`config.mk`:
```
export PLATFORM = sky130hd
export DESIGN_NAME = apd_amp_protect
export DESIGN_NICKNAME = d
export VERILOG_FILES = /design/src/logic/apd_pkg.sv /design/src/logic/apd_amp_protect.sv
export VERILOG_INCLUDE_DIRS = /design/src /design/src/logic
export SDC_FILE = /design/constraint.sdc
export NUM_CORES = 1
export LEC_CHECK = 0
export BUFFER_PORTS_ARGS = -buffer_cell sky130_fd_sc_hd__buf_2
export CORE_MARGIN = 2
export CORE_UTILIZATION = 52
export CTS_BUF_LIST = sky130_fd_sc_hd__clkbuf_8
export CTS_CLUSTER_SIZE = 14
export DETAILED_ROUTE_END_ITERATION = 8
export PLACE_DENSITY = 0.83
export SETUP_SLACK_MARGIN = 0.15
export SLEW_MARGIN = 5
export SYNTH_ARGS = -nofsm -noshare
export SYNTH_HDL_FRONTEND = slang
export SYNTH_SLANG_ARGS = --single-unit
```
`constraint.sdc`:
```
create_clock -name clock_in -period 6.51 [get_ports clock_in]
set_input_delay 0.9765 -clock clock_in [delete_from_list [all_inputs] [get_ports clock_in]]
set_output_delay 0.9765 -clock clock_in [all_outputs]
set_load 0.02 [all_outputs]
```
`src/logic/apd_defines.svh`:
```
// Register map, field positions, reset values and timing counts of the amplifier supervisor
`ifndef APD_DEFINES_SVH
`define APD_DEFINES_SVH

`define APD_CLK_HZ 25000000
`define APD_RETRY_TIME_MS 50
`define APD_RETRY_CYCLES ((`APD_RETRY_TIME_MS * `APD_CLK_HZ) / 1000)
`define APD_RETRY_CNT_W 21
`define APD_LOAD_DET_CYCLES 2000
`define APD_MUTE_CYCLES 64
`define APD_TMR_W 16

`define APD_ADDR_CTRL 2'h0
`define APD_ADDR_STATUS 2'h1
`define APD_ADDR_LIVE 2'h2

`define APD_CTRL_RESET 8'h00
`define APD_CTRL_CH1_EN 0
`define APD_CTRL_CH2_EN 1
`define APD_CTRL_FAULT_INDICATOR_OUT_SUPPRESS 2
`define APD_CTRL_SHDN_INHIBIT 3
`define APD_CTRL_LOAD_DET_EN 4
`define APD_CTRL_CLIP_CH1 5
`define APD_CTRL_CLIP_CH2 6
`define APD_CTRL_PREWARN 7

`define APD_ST_CH1_OCP 0
`define APD_ST_CH2_OCP 1
`define APD_ST_OFFSET 2
`define APD_ST_CH1_LOAD 3
`define APD_ST_CH2_LOAD 4
`define APD_ST_LOAD_VALID 5
`define APD_ST_UV 6
`define APD_ST_OV 7
`define APD_ST_OTP 8
`define APD_ST_POR 9
`define APD_STATUS_RESET 10'h200
`define APD_STATUS_RC_MASK 10'h3c7

`endif

```
`src/logic/apd_pkg.sv`:
```
// Types shared by the amplifier protection and diagnostic supervisor
package apd_pkg;

    typedef enum logic [2:0] {
        ST_OFF,
        ST_WINDOW,
        ST_LOAD_DET,
        ST_MUTE,
        ST_RUN,
        ST_MUTE_DOWN
    } apd_state_t;

    // Analog comparator and strap levels as seen after synchronisation
    typedef struct packed {
        logic [1:0] load_open;
        logic [1:0] clip;
        logic prewarn;
        logic foldback;
        logic otp;
        logic ov;
        logic uv;
        logic offset;
        logic [1:0] window_short;
        logic [1:0] overcurrent_protect;
        logic bus_mode;
        logic protect_en;
        logic enable;
    } apd_sense_t;

    typedef struct packed {
        logic [1:0] address;
        logic read;
        logic write;
        logic [31:0] writedata;
    } apd_bus_req_t;

endpackage

```
`src/logic/apd_amp_protect.sv`:
```
// Protection, restart policy and diagnostic indicator logic for a two-channel switching amplifier
`timescale 1ns/1ns
`include "apd_defines.svh"

module apd_amp_protect #(
    parameter int RETRY_CYCLES = `APD_RETRY_CYCLES
) (
    input wire logic clock_in,
    input wire logic reset_n_in,
    // Avalon-MM slave
    input wire logic [3:0] avs_address_in,
    input wire logic avs_read_in,
    input wire logic avs_write_in,
    input wire logic [31:0] avs_writedata_in,
    output logic [31:0] avs_readdata_out,
    output logic avs_waitrequest_out,
    // Pins and comparators, asynchronous to clock_in
    input wire logic enable_in,
    input wire logic bus_mode_in,
    input wire logic offset_protect_in,
    input wire logic [1:0] overcurrent_protect_in,
    input wire logic [1:0] window_short_in,
    input wire logic offset_detect_in,
    input wire logic undervoltage_protect_in,
    input wire logic overvoltage_protect_in,
    input wire logic overtemp_in,
    input wire logic thermal_gain_foldback_in,
    input wire logic prewarn_in,
    input wire logic [1:0] clip_in,
    input wire logic [1:0] load_open_in,
    // Power stage control
    output logic [1:0] switch_en_out,
    output logic mute_out,
    output logic load_test_out,
    // Open-drain indicators
    output logic fault_indicator_out,
    output logic fault_indicator_oe_out,
    output logic clip_indicator_out,
    output logic clip_indicator_oe_out
);

    localparam logic [`APD_RETRY_CNT_W-1:0] RETRY_LOAD = `APD_RETRY_CNT_W'(RETRY_CYCLES - 1);
    localparam logic [`APD_TMR_W-1:0] LD_LOAD = `APD_TMR_W'(`APD_LOAD_DET_CYCLES - 1);
    localparam logic [`APD_TMR_W-1:0] MUTE_LOAD = `APD_TMR_W'(`APD_MUTE_CYCLES - 1);

    // Reset release
    logic rst_meta_q;
    logic rst_n;
    always_ff @(posedge clock_in or negedge reset_n_in) begin
        if (!reset_n_in) begin
            rst_meta_q <= 1'b0;
            rst_n <= 1'b0;
        end else begin
            rst_meta_q <= 1'b1;
            rst_n <= rst_meta_q;
        end
    end

    // Input synchroniser
    apd_pkg::apd_sense_t raw;
    apd_pkg::apd_sense_t sync1_q;
    apd_pkg::apd_sense_t s;
    assign raw = '{load_open: load_open_in, clip: clip_in, prewarn: prewarn_in,
                   foldback: thermal_gain_foldback_in, otp: overtemp_in,
                   ov: overvoltage_protect_in, uv: undervoltage_protect_in,
                   offset: offset_detect_in, window_short: window_short_in,
                   overcurrent_protect: overcurrent_protect_in, bus_mode: bus_mode_in,
                   protect_en: offset_protect_in, enable: enable_in};
    always_ff @(posedge clock_in or negedge rst_n) begin
        if (!rst_n) begin
            sync1_q <= '0;
            s <= '0;
        end else begin
            sync1_q <= raw;
            s <= sync1_q;
        end
    end

    // Bus slave: one wait cycle, then the answer
    apd_pkg::apd_bus_req_t req;
    logic ack_q;
    logic [31:0] readdata_q;
    logic [7:0] ctrl_q;
    logic [9:0] status_q;
    logic [31:0] live_word;
    logic [31:0] rd_mux;
    wire bus_req = avs_read_in | avs_write_in;
    assign req = '{address: avs_address_in[3:2], read: avs_read_in,
                   write: avs_write_in, writedata: avs_writedata_in};
    assign avs_waitrequest_out = bus_req & ~ack_q;
    assign avs_readdata_out = readdata_q;
    wire wr_ctrl = ack_q & req.write & (req.address == `APD_ADDR_CTRL);
    wire rd_status = ack_q & req.read & (req.address == `APD_ADDR_STATUS);
    assign rd_mux = (req.address == `APD_ADDR_CTRL) ? {24'h000000, ctrl_q} :
                    (req.address == `APD_ADDR_STATUS) ? {22'h000000, status_q} :
                    (req.address == `APD_ADDR_LIVE) ? live_word : 32'h00000000;

    always_ff @(posedge clock_in or negedge rst_n) begin
        if (!rst_n) begin
            ack_q <= 1'b0;
            readdata_q <= 32'h00000000;
        end else begin
            ack_q <= bus_req & ~ack_q;
            if (bus_req & ~ack_q) begin
                readdata_q <= rd_mux;
            end
        end
    end

    // Control bits; cleared by reset so a fresh command is needed
    always_ff @(posedge clock_in or negedge rst_n) begin
        if (!rst_n) begin
            ctrl_q <= `APD_CTRL_RESET;
        end else if (wr_ctrl) begin
            ctrl_q <= req.writedata[7:0];
        end
    end

    wire bus_mode = s.bus_mode;
    wire [1:0] ch_req = bus_mode ? {ctrl_q[`APD_CTRL_CH2_EN], ctrl_q[`APD_CTRL_CH1_EN]} : 2'h3;
    wire load_det_en = bus_mode & ctrl_q[`APD_CTRL_LOAD_DET_EN];
    wire fault_indicator_out_suppress = bus_mode & ctrl_q[`APD_CTRL_FAULT_INDICATOR_OUT_SUPPRESS];
    wire shdn_inhibit = bus_mode & ctrl_q[`APD_CTRL_SHDN_INHIBIT];
    wire prot_en = s.protect_en;

    // Synchronised levels are only trusted once the pin value has crossed both flops
    logic [1:0] sync_ok_q;
    always_ff @(posedge clock_in or negedge rst_n) begin
        if (!rst_n) begin
            sync_ok_q <= 2'h0;
        end else begin
            sync_ok_q <= {sync_ok_q[0], 1'b1};
        end
    end

    // Power-on reset indication; in bus mode it stays until the host writes the control register
    logic por_q;
    always_ff @(posedge clock_in or negedge rst_n) begin
        if (!rst_n) begin
            por_q <= 1'b1;
        end else if (wr_ctrl | (sync_ok_q[1] & ~bus_mode)) begin
            por_q <= 1'b0;
        end
    end

    // Sequencer
    apd_pkg::apd_state_t state_q;
    apd_pkg::apd_state_t state_d;
    logic [`APD_TMR_W-1:0] tmr_q;
    logic offset_latch_q;
    logic en_prev_q;
    logic ld_done_q;
    logic [1:0] ch_on_q;
    logic [1:0] sw_q;
    logic mute_q;

    wire sw_active = (state_q == apd_pkg::ST_MUTE) | (state_q == apd_pkg::ST_RUN) |
                     (state_q == apd_pkg::ST_MUTE_DOWN);
    wire hard_fault = s.ov | s.otp | offset_latch_q;
    wire amp_req = s.enable & (|ch_req) & ~por_q & ~s.uv & ~hard_fault;
    wire tmr_zero = (tmr_q == '0);
    wire offset_hit = s.offset & prot_en & sw_active;
    wire offset_shdn = offset_hit & ~shdn_inhibit;
    wire en_toggle = s.enable ^ en_prev_q;

    always_comb begin
        state_d = state_q;
        unique case (state_q)
            apd_pkg::ST_OFF: begin
                if (amp_req) begin
                    state_d = apd_pkg::ST_WINDOW;
                end
            end
            apd_pkg::ST_WINDOW: begin
                if (!amp_req) begin
                    state_d = apd_pkg::ST_OFF;
                end else if (|s.window_short) begin
                    state_d = apd_pkg::ST_WINDOW;
                end else if (load_det_en & ~ld_done_q) begin
                    state_d = apd_pkg::ST_LOAD_DET;
                end else begin
                    state_d = apd_pkg::ST_MUTE;
                end
            end
            apd_pkg::ST_LOAD_DET: begin
                if (!amp_req) begin
                    state_d = apd_pkg::ST_OFF;
                end else if (tmr_zero) begin
                    state_d = apd_pkg::ST_MUTE;
                end
            end
            apd_pkg::ST_MUTE: begin
                if (hard_fault | offset_shdn) begin
                    state_d = apd_pkg::ST_OFF;
                end else if (!amp_req) begin
                    state_d = apd_pkg::ST_MUTE_DOWN;
                end else if (tmr_zero) begin
                    state_d = apd_pkg::ST_RUN;
                end
            end
            apd_pkg::ST_RUN: begin
                if (hard_fault | offset_shdn) begin
                    state_d = apd_pkg::ST_OFF;
                end else if (!amp_req) begin
                    state_d = apd_pkg::ST_MUTE_DOWN;
                end
            end
            apd_pkg::ST_MUTE_DOWN: begin
                if (hard_fault | offset_shdn | tmr_zero) begin
                    state_d = apd_pkg::ST_OFF;
                end
            end
        endcase
    end

    always_ff @(posedge clock_in or negedge rst_n) begin
        if (!rst_n) begin
            state_q <= apd_pkg::ST_OFF;
            tmr_q <= '0;
        end else begin
            state_q <= state_d;
            if (state_d != state_q) begin
                tmr_q <= (state_d == apd_pkg::ST_LOAD_DET) ? LD_LOAD : MUTE_LOAD;
            end else if (!tmr_zero) begin
                tmr_q <= tmr_q - `APD_TMR_W'(1);
            end
        end
    end

    // Offset shutdown latch; no self restart
    always_ff @(posedge clock_in or negedge rst_n) begin
        if (!rst_n) begin
            offset_latch_q <= 1'b0;
            en_prev_q <= 1'b0;
        end else begin
            en_prev_q <= s.enable;
            if (offset_shdn) begin
                offset_latch_q <= 1'b1;
            end else if (en_toggle | ~prot_en) begin
                offset_latch_q <= 1'b0;
            end
        end
    end

    // Load detection runs once per enable bit setting
    logic [1:0] load_res_q;
    logic load_valid_q;
    wire ld_finish = (state_q == apd_pkg::ST_LOAD_DET) & tmr_zero & amp_req;
    wire ld_abort = (state_q == apd_pkg::ST_LOAD_DET) & (s.uv | s.ov);
    always_ff @(posedge clock_in or negedge rst_n) begin
        if (!rst_n) begin
            ld_done_q <= 1'b0;
            load_res_q <= 2'h0;
            load_valid_q <= 1'b0;
        end else begin
            if (!load_det_en) begin
                ld_done_q <= 1'b0;
            end else if (ld_finish) begin
                ld_done_q <= 1'b1;
            end
            if (ld_finish) begin
                load_res_q <= s.load_open;
                load_valid_q <= 1'b1;
            end else if (ld_abort) begin
                load_valid_q <= 1'b0;
            end
        end
    end

    // Per-channel overcurrent shutdown and timed retry
    logic [`APD_RETRY_CNT_W-1:0] retry_q [2];
    for (genvar i = 0; i < 2; i++) begin : g_ch
        always_ff @(posedge clock_in or negedge rst_n) begin
            if (!rst_n) begin
                ch_on_q[i] <= 1'b1;
                retry_q[i] <= '0;
            end else if (ch_on_q[i]) begin
                if (s.overcurrent_protect[i] & sw_q[i]) begin
                    ch_on_q[i] <= 1'b0;
                    retry_q[i] <= RETRY_LOAD;
                end
            end else if (retry_q[i] != '0) begin
                retry_q[i] <= retry_q[i] - `APD_RETRY_CNT_W'(1);
            end else if (!s.window_short[i]) begin
                ch_on_q[i] <= 1'b1;
            end
        end
    end

    // Switching, mute and indicators from flip-flops
    wire [1:0] sw_d = {2{sw_active}} & ch_on_q & ch_req;
    wire mute_d = (state_q != apd_pkg::ST_RUN);
    wire offset_fault_indicator_out = s.offset & prot_en & (sw_active | offset_latch_q) & ~fault_indicator_out_suppress;
    wire fault_indicator_out_d = por_q | s.uv | s.ov | (|s.overcurrent_protect) | (|s.window_short) | s.otp |
                  offset_fault_indicator_out;
    wire [1:0] clip_sel = {ctrl_q[`APD_CTRL_CLIP_CH2], ctrl_q[`APD_CTRL_CLIP_CH1]};
    wire clip_d = bus_mode ? ((|(s.clip & clip_sel)) | (s.prewarn & ctrl_q[`APD_CTRL_PREWARN]))
                           : ((|s.clip) | s.prewarn);
    logic fault_indicator_out_q;
    logic clip_q;
    always_ff @(posedge clock_in or negedge rst_n) begin
        if (!rst_n) begin
            sw_q <= 2'h0;
            mute_q <= 1'b1;
            fault_indicator_out_q <= 1'b0;
            clip_q <= 1'b0;
        end else begin
            sw_q <= sw_d;
            mute_q <= mute_d;
            fault_indicator_out_q <= fault_indicator_out_d;
            clip_q <= clip_d;
        end
    end
    assign switch_en_out = sw_q;
    assign mute_out = mute_q;
    assign load_test_out = (state_q == apd_pkg::ST_LOAD_DET);
    // Open-drain: the data line is a constant low, only the enable moves
    assign fault_indicator_out = 1'b0;
    assign fault_indicator_oe_out = fault_indicator_out_q;
    assign clip_indicator_out = 1'b0;
    assign clip_indicator_oe_out = clip_q;

    // Status: hardware set wins over the read clear
    wire [9:0] st_set = {por_q, s.otp, s.ov, s.uv, 3'h0, offset_hit & bus_mode,
                         s.overcurrent_protect | s.window_short};
    wire [9:0] st_clr = rd_status ? `APD_STATUS_RC_MASK : 10'h000;
    always_ff @(posedge clock_in or negedge rst_n) begin
        if (!rst_n) begin
            status_q <= `APD_STATUS_RESET;
        end else begin
            status_q[`APD_ST_CH2_LOAD:`APD_ST_CH1_LOAD] <= load_res_q;
            status_q[`APD_ST_LOAD_VALID] <= load_valid_q;
            status_q[9:6] <= (status_q[9:6] & ~st_clr[9:6]) | st_set[9:6];
            status_q[2:0] <= (status_q[2:0] & ~st_clr[2:0]) | st_set[2:0];
        end
    end

    assign live_word = {14'h0000, s.foldback, s.prewarn, s.clip, s.otp, s.ov, s.uv,
                        offset_latch_q, ch_on_q, sw_q, mute_q, 1'b0, 3'(state_q), por_q};
endmodule // apd_amp_protect

```
==> results.md <==
* Status: complete, no violations
* IO buf count at 55
* GRT Resource Usage Total at a little over a fifth
* FILL cells at roughly 1000
* Syn Area/Cell at between 10 and 15 um^2
* Die H at ~120 um
* Initial Util at approximately 53%
* Routability cong. at 0.8444
* Synth Flop Type: dfrtp_1
* Layout cells sized above 1 at 18.46%
* Diodes inserted at 0
* Final setup fails at 0
* Leakage power at about 3.3 nW
* Crit path top cell by count: buf_2
* RSZ-0062 raised after global routing: no
* Core ar. at 12470 um^2
* Setup TNS at 0 ns
* Area added between synthesis and finish at 11.47%
* Crit path capture type: primary output
* Synth Instances at ~620
* Initial antenna violation count at 0
* Worst EP required at 5.53 ns
* Worst reg2reg endpoint: tmr_q[4]
* Routed WL at ~13000 um
* Postcts setup bufs at 0
* Worst VDD drop at 219.7 uV
* Worst Hold Class: input port to asynchronous set/reset pin
* R2R Setup Slk at 3.62 ns
* Vias in the first global route at roughly 4700
* Final min period at ~3.3 ns
* Post-synth EDFFs at 0
* Final Max Tran Viols at 0
* Slew headroom at between 20% and 30%
* Worst-case clock buffer depth at 2
* First-pass GRT wire length at ~22000 um
* Crit path max-delay cell type: o21bai_2
* RR Startpoint: tmr_q[0]
* Iteration-0 DRC count of the detailed router at approximately 350
* Hold Buf Count CTS at 0
* Clock Sinks at 150
* Total grt overflow at 0
* First drt pass iteration count at 5
* H-tree levels at 4
* HPWL Detailed at 9412 um
* Die area at 13550 um^2
* CTS buffer count at 17
* Fin nets at 735
* Horiz. Die Dim at 116.4 um
* Final Hold Viols at 0
* Min Hold Slack at between 0.2 and 0.3 ns
* Final worst path period share at 50.16%
* Vias/cell at roughly 5.6
* PwrDens at between 300 and 400 nW/um^2
* Post_cts resized at 0
* #FFs+latches synth at 150
* Synth top area share at about 55%
* Critical Path Start Type: input port
* Synth cell count leaders: dfrtp_1, nand2_1, nor2_1, o21ai_0, xnor2_1
* Clock Tree Root: clkbuf_8
* Via count at approximately 4800
* Synth cell types at 66
* Largest net degree at the start of global routing at 52
* Max-cap violations at 0
* Worst-path clk slew at about 0.08 ns
* Reg2reg path depth at 9
* Yosys top cell by area: dfrtp_1
* Tightest Pin Transition at 1.175 ns
* Asr flop ratio synth at 100.0%
* IO Count at 98
* Ordered list of cells on the worst path: buf_2 -> o21bai_2 -> inv_1 -> buf_2
* Arrival @ worst endpoint at ~2.3 ns
* Row cnt at 41
* CP Class: input port to primary output
* Final Skew at between 0.01 and 0.015 ns
* DRC violation count after routing at 0
* Top-count cell post-synth: dfrtp_1
* CTS tree: yes
* Synthesis Warnings at 0
* Routed WL per cell at about 16 um
* Sequential share of the synthesized area at 57.24%
* Clk Latency, worst-skew pair at 0.46 ns
* Synthesized area at about 6600 um^2
* CP max stage delay at 0.87 ns
* Antenna Violating Nets Remaining at 0
* CP Max Fanout at 37
* Synth area leaders: dfrtp_1, nand2_1, xnor2_1
* FMAX at approximately 310 MHz
==> layout by cell type (no fill, tap or decap), types with 5 or more instances in the layout <==
cell,count
xor2_1,8
o21ai_1,7
mux2i_1,13
dfrtp_1,144
dfstp_2,5
a31oi_1,9
nand2_1,77
xnor2_1,26
inv_6,6
nor2b_1,5
or3_1,14
nand3_1,20
inv_1,13
a21oi_1,24
or2_2,5
nand2b_1,8
conb_1,18
o21ai_0,39
nor3_1,14
nor2_1,51
buf_2,55
mux2_2,10
clkbuf_8,17
nor4_1,21
==> how the worst max path moves through the flow <==
| stage | from | to | cells after the start |
|---|---|---|---|
| floorplan | rst_n | ack_q | 0 |
| global placement | avs_read_in | avs_waitrequest_out | 4 |
| finish | avs_read_in | avs_waitrequest_out | 4 |
| CTS | avs_read_in | avs_waitrequest_out | 4 |
| detailed placement | avs_read_in | avs_waitrequest_out | 4 |
| global route | avs_read_in | avs_waitrequest_out | 4 |
==> metal layers <==
layer / global-route usage [%] / vias up / wire (um)
li1: - / 2261 / -
met1: 26.75 / 2392 / 5723
met2: 34.77 / 132 / 6754
met3: 5.501 / 31 / 663
met4: 9.841 / 0 / 263
met5: 0 / - / 0
==> cell families after synthesis <==
| group | after synthesis | share of synthesized area, % |
|---|---|---|
| multiplexers | 23 | 3.695 |
| other | 2 | 0.1143 |
| adder cells (fa/ha/maj) | 3 | 0.5715 |
| flip-flops | 150 | 57.24 |
| XOR/XNOR | 34 | 4.533 |
| AO/OA/AOI/OAI | 112 | 10.65 |
| AND/OR/NAND/NOR | 246 | 19.03 |
| buffers and inverters | 52 | 4.171 |
==> sequential cells by signal, indices dropped and copies added, names as in the netlist, 2 cells and up <==
| signal | count |
|---|---|
| ctrl_q | 8 |
| load_res_q | 2 |
| switch_en_out | 2 |
| live_word | 7 |
| s | 8 |
| ch_on_q | 2 |
| status_q | 10 |
| sync_ok_q | 2 |
| retry_q | 42 |
| tmr_q | 16 |
| sync1_q | 17 |
| state_q | 3 |
| avs_readdata_out | 18 |
==> layout make-up <==
cell class              count  area [um^2]  share of cell area [%]
flip-flops and latches    150         3764                   51.40
multi-input cells         436         2605                   35.58
repair buffers             57        290.3                   3.964
clock buffers              17        234.0                   3.195
well taps                 172        215.2                   2.939
clock inverters            15        165.2                   2.256
inverters                  13        48.80                  0.6664
==> where the power goes <==
part           switching [mW]  leakage [nW]  internal (mW)
clock                   0.386         0.194          0.319
sequential              0.203          1.84           1.13
combinational           0.322          1.23          0.249
==> metrics by stage <==
stage / cells / utilization [%] / worst slack, ns / total power [mW] / cell area [um^2]
after global routing: 860 / 58.74 / 3.015 / 2.761 / 7322
after detailed placement: 828 / 55.54 / 3.218 / 1.908 / 6923
final: 860 / 58.74 / 3.245 / 2.607 / 7322
after floorplan: 638 / - / 2.030 / 1.748 / 6629
after CTS: 860 / 58.74 / 3.218 / 2.622 / 7322
after global placement: 828 / 55.54 / 3.216 / 1.854 / 6923
==> critical path: cells and delay by family <==
family,cells,cell delay (ns)
AOI/OAI and AO/OA,1,0.87
buffers and inverters,3,0.45
No activity file was read; power rests on OpenSTA's default activity.
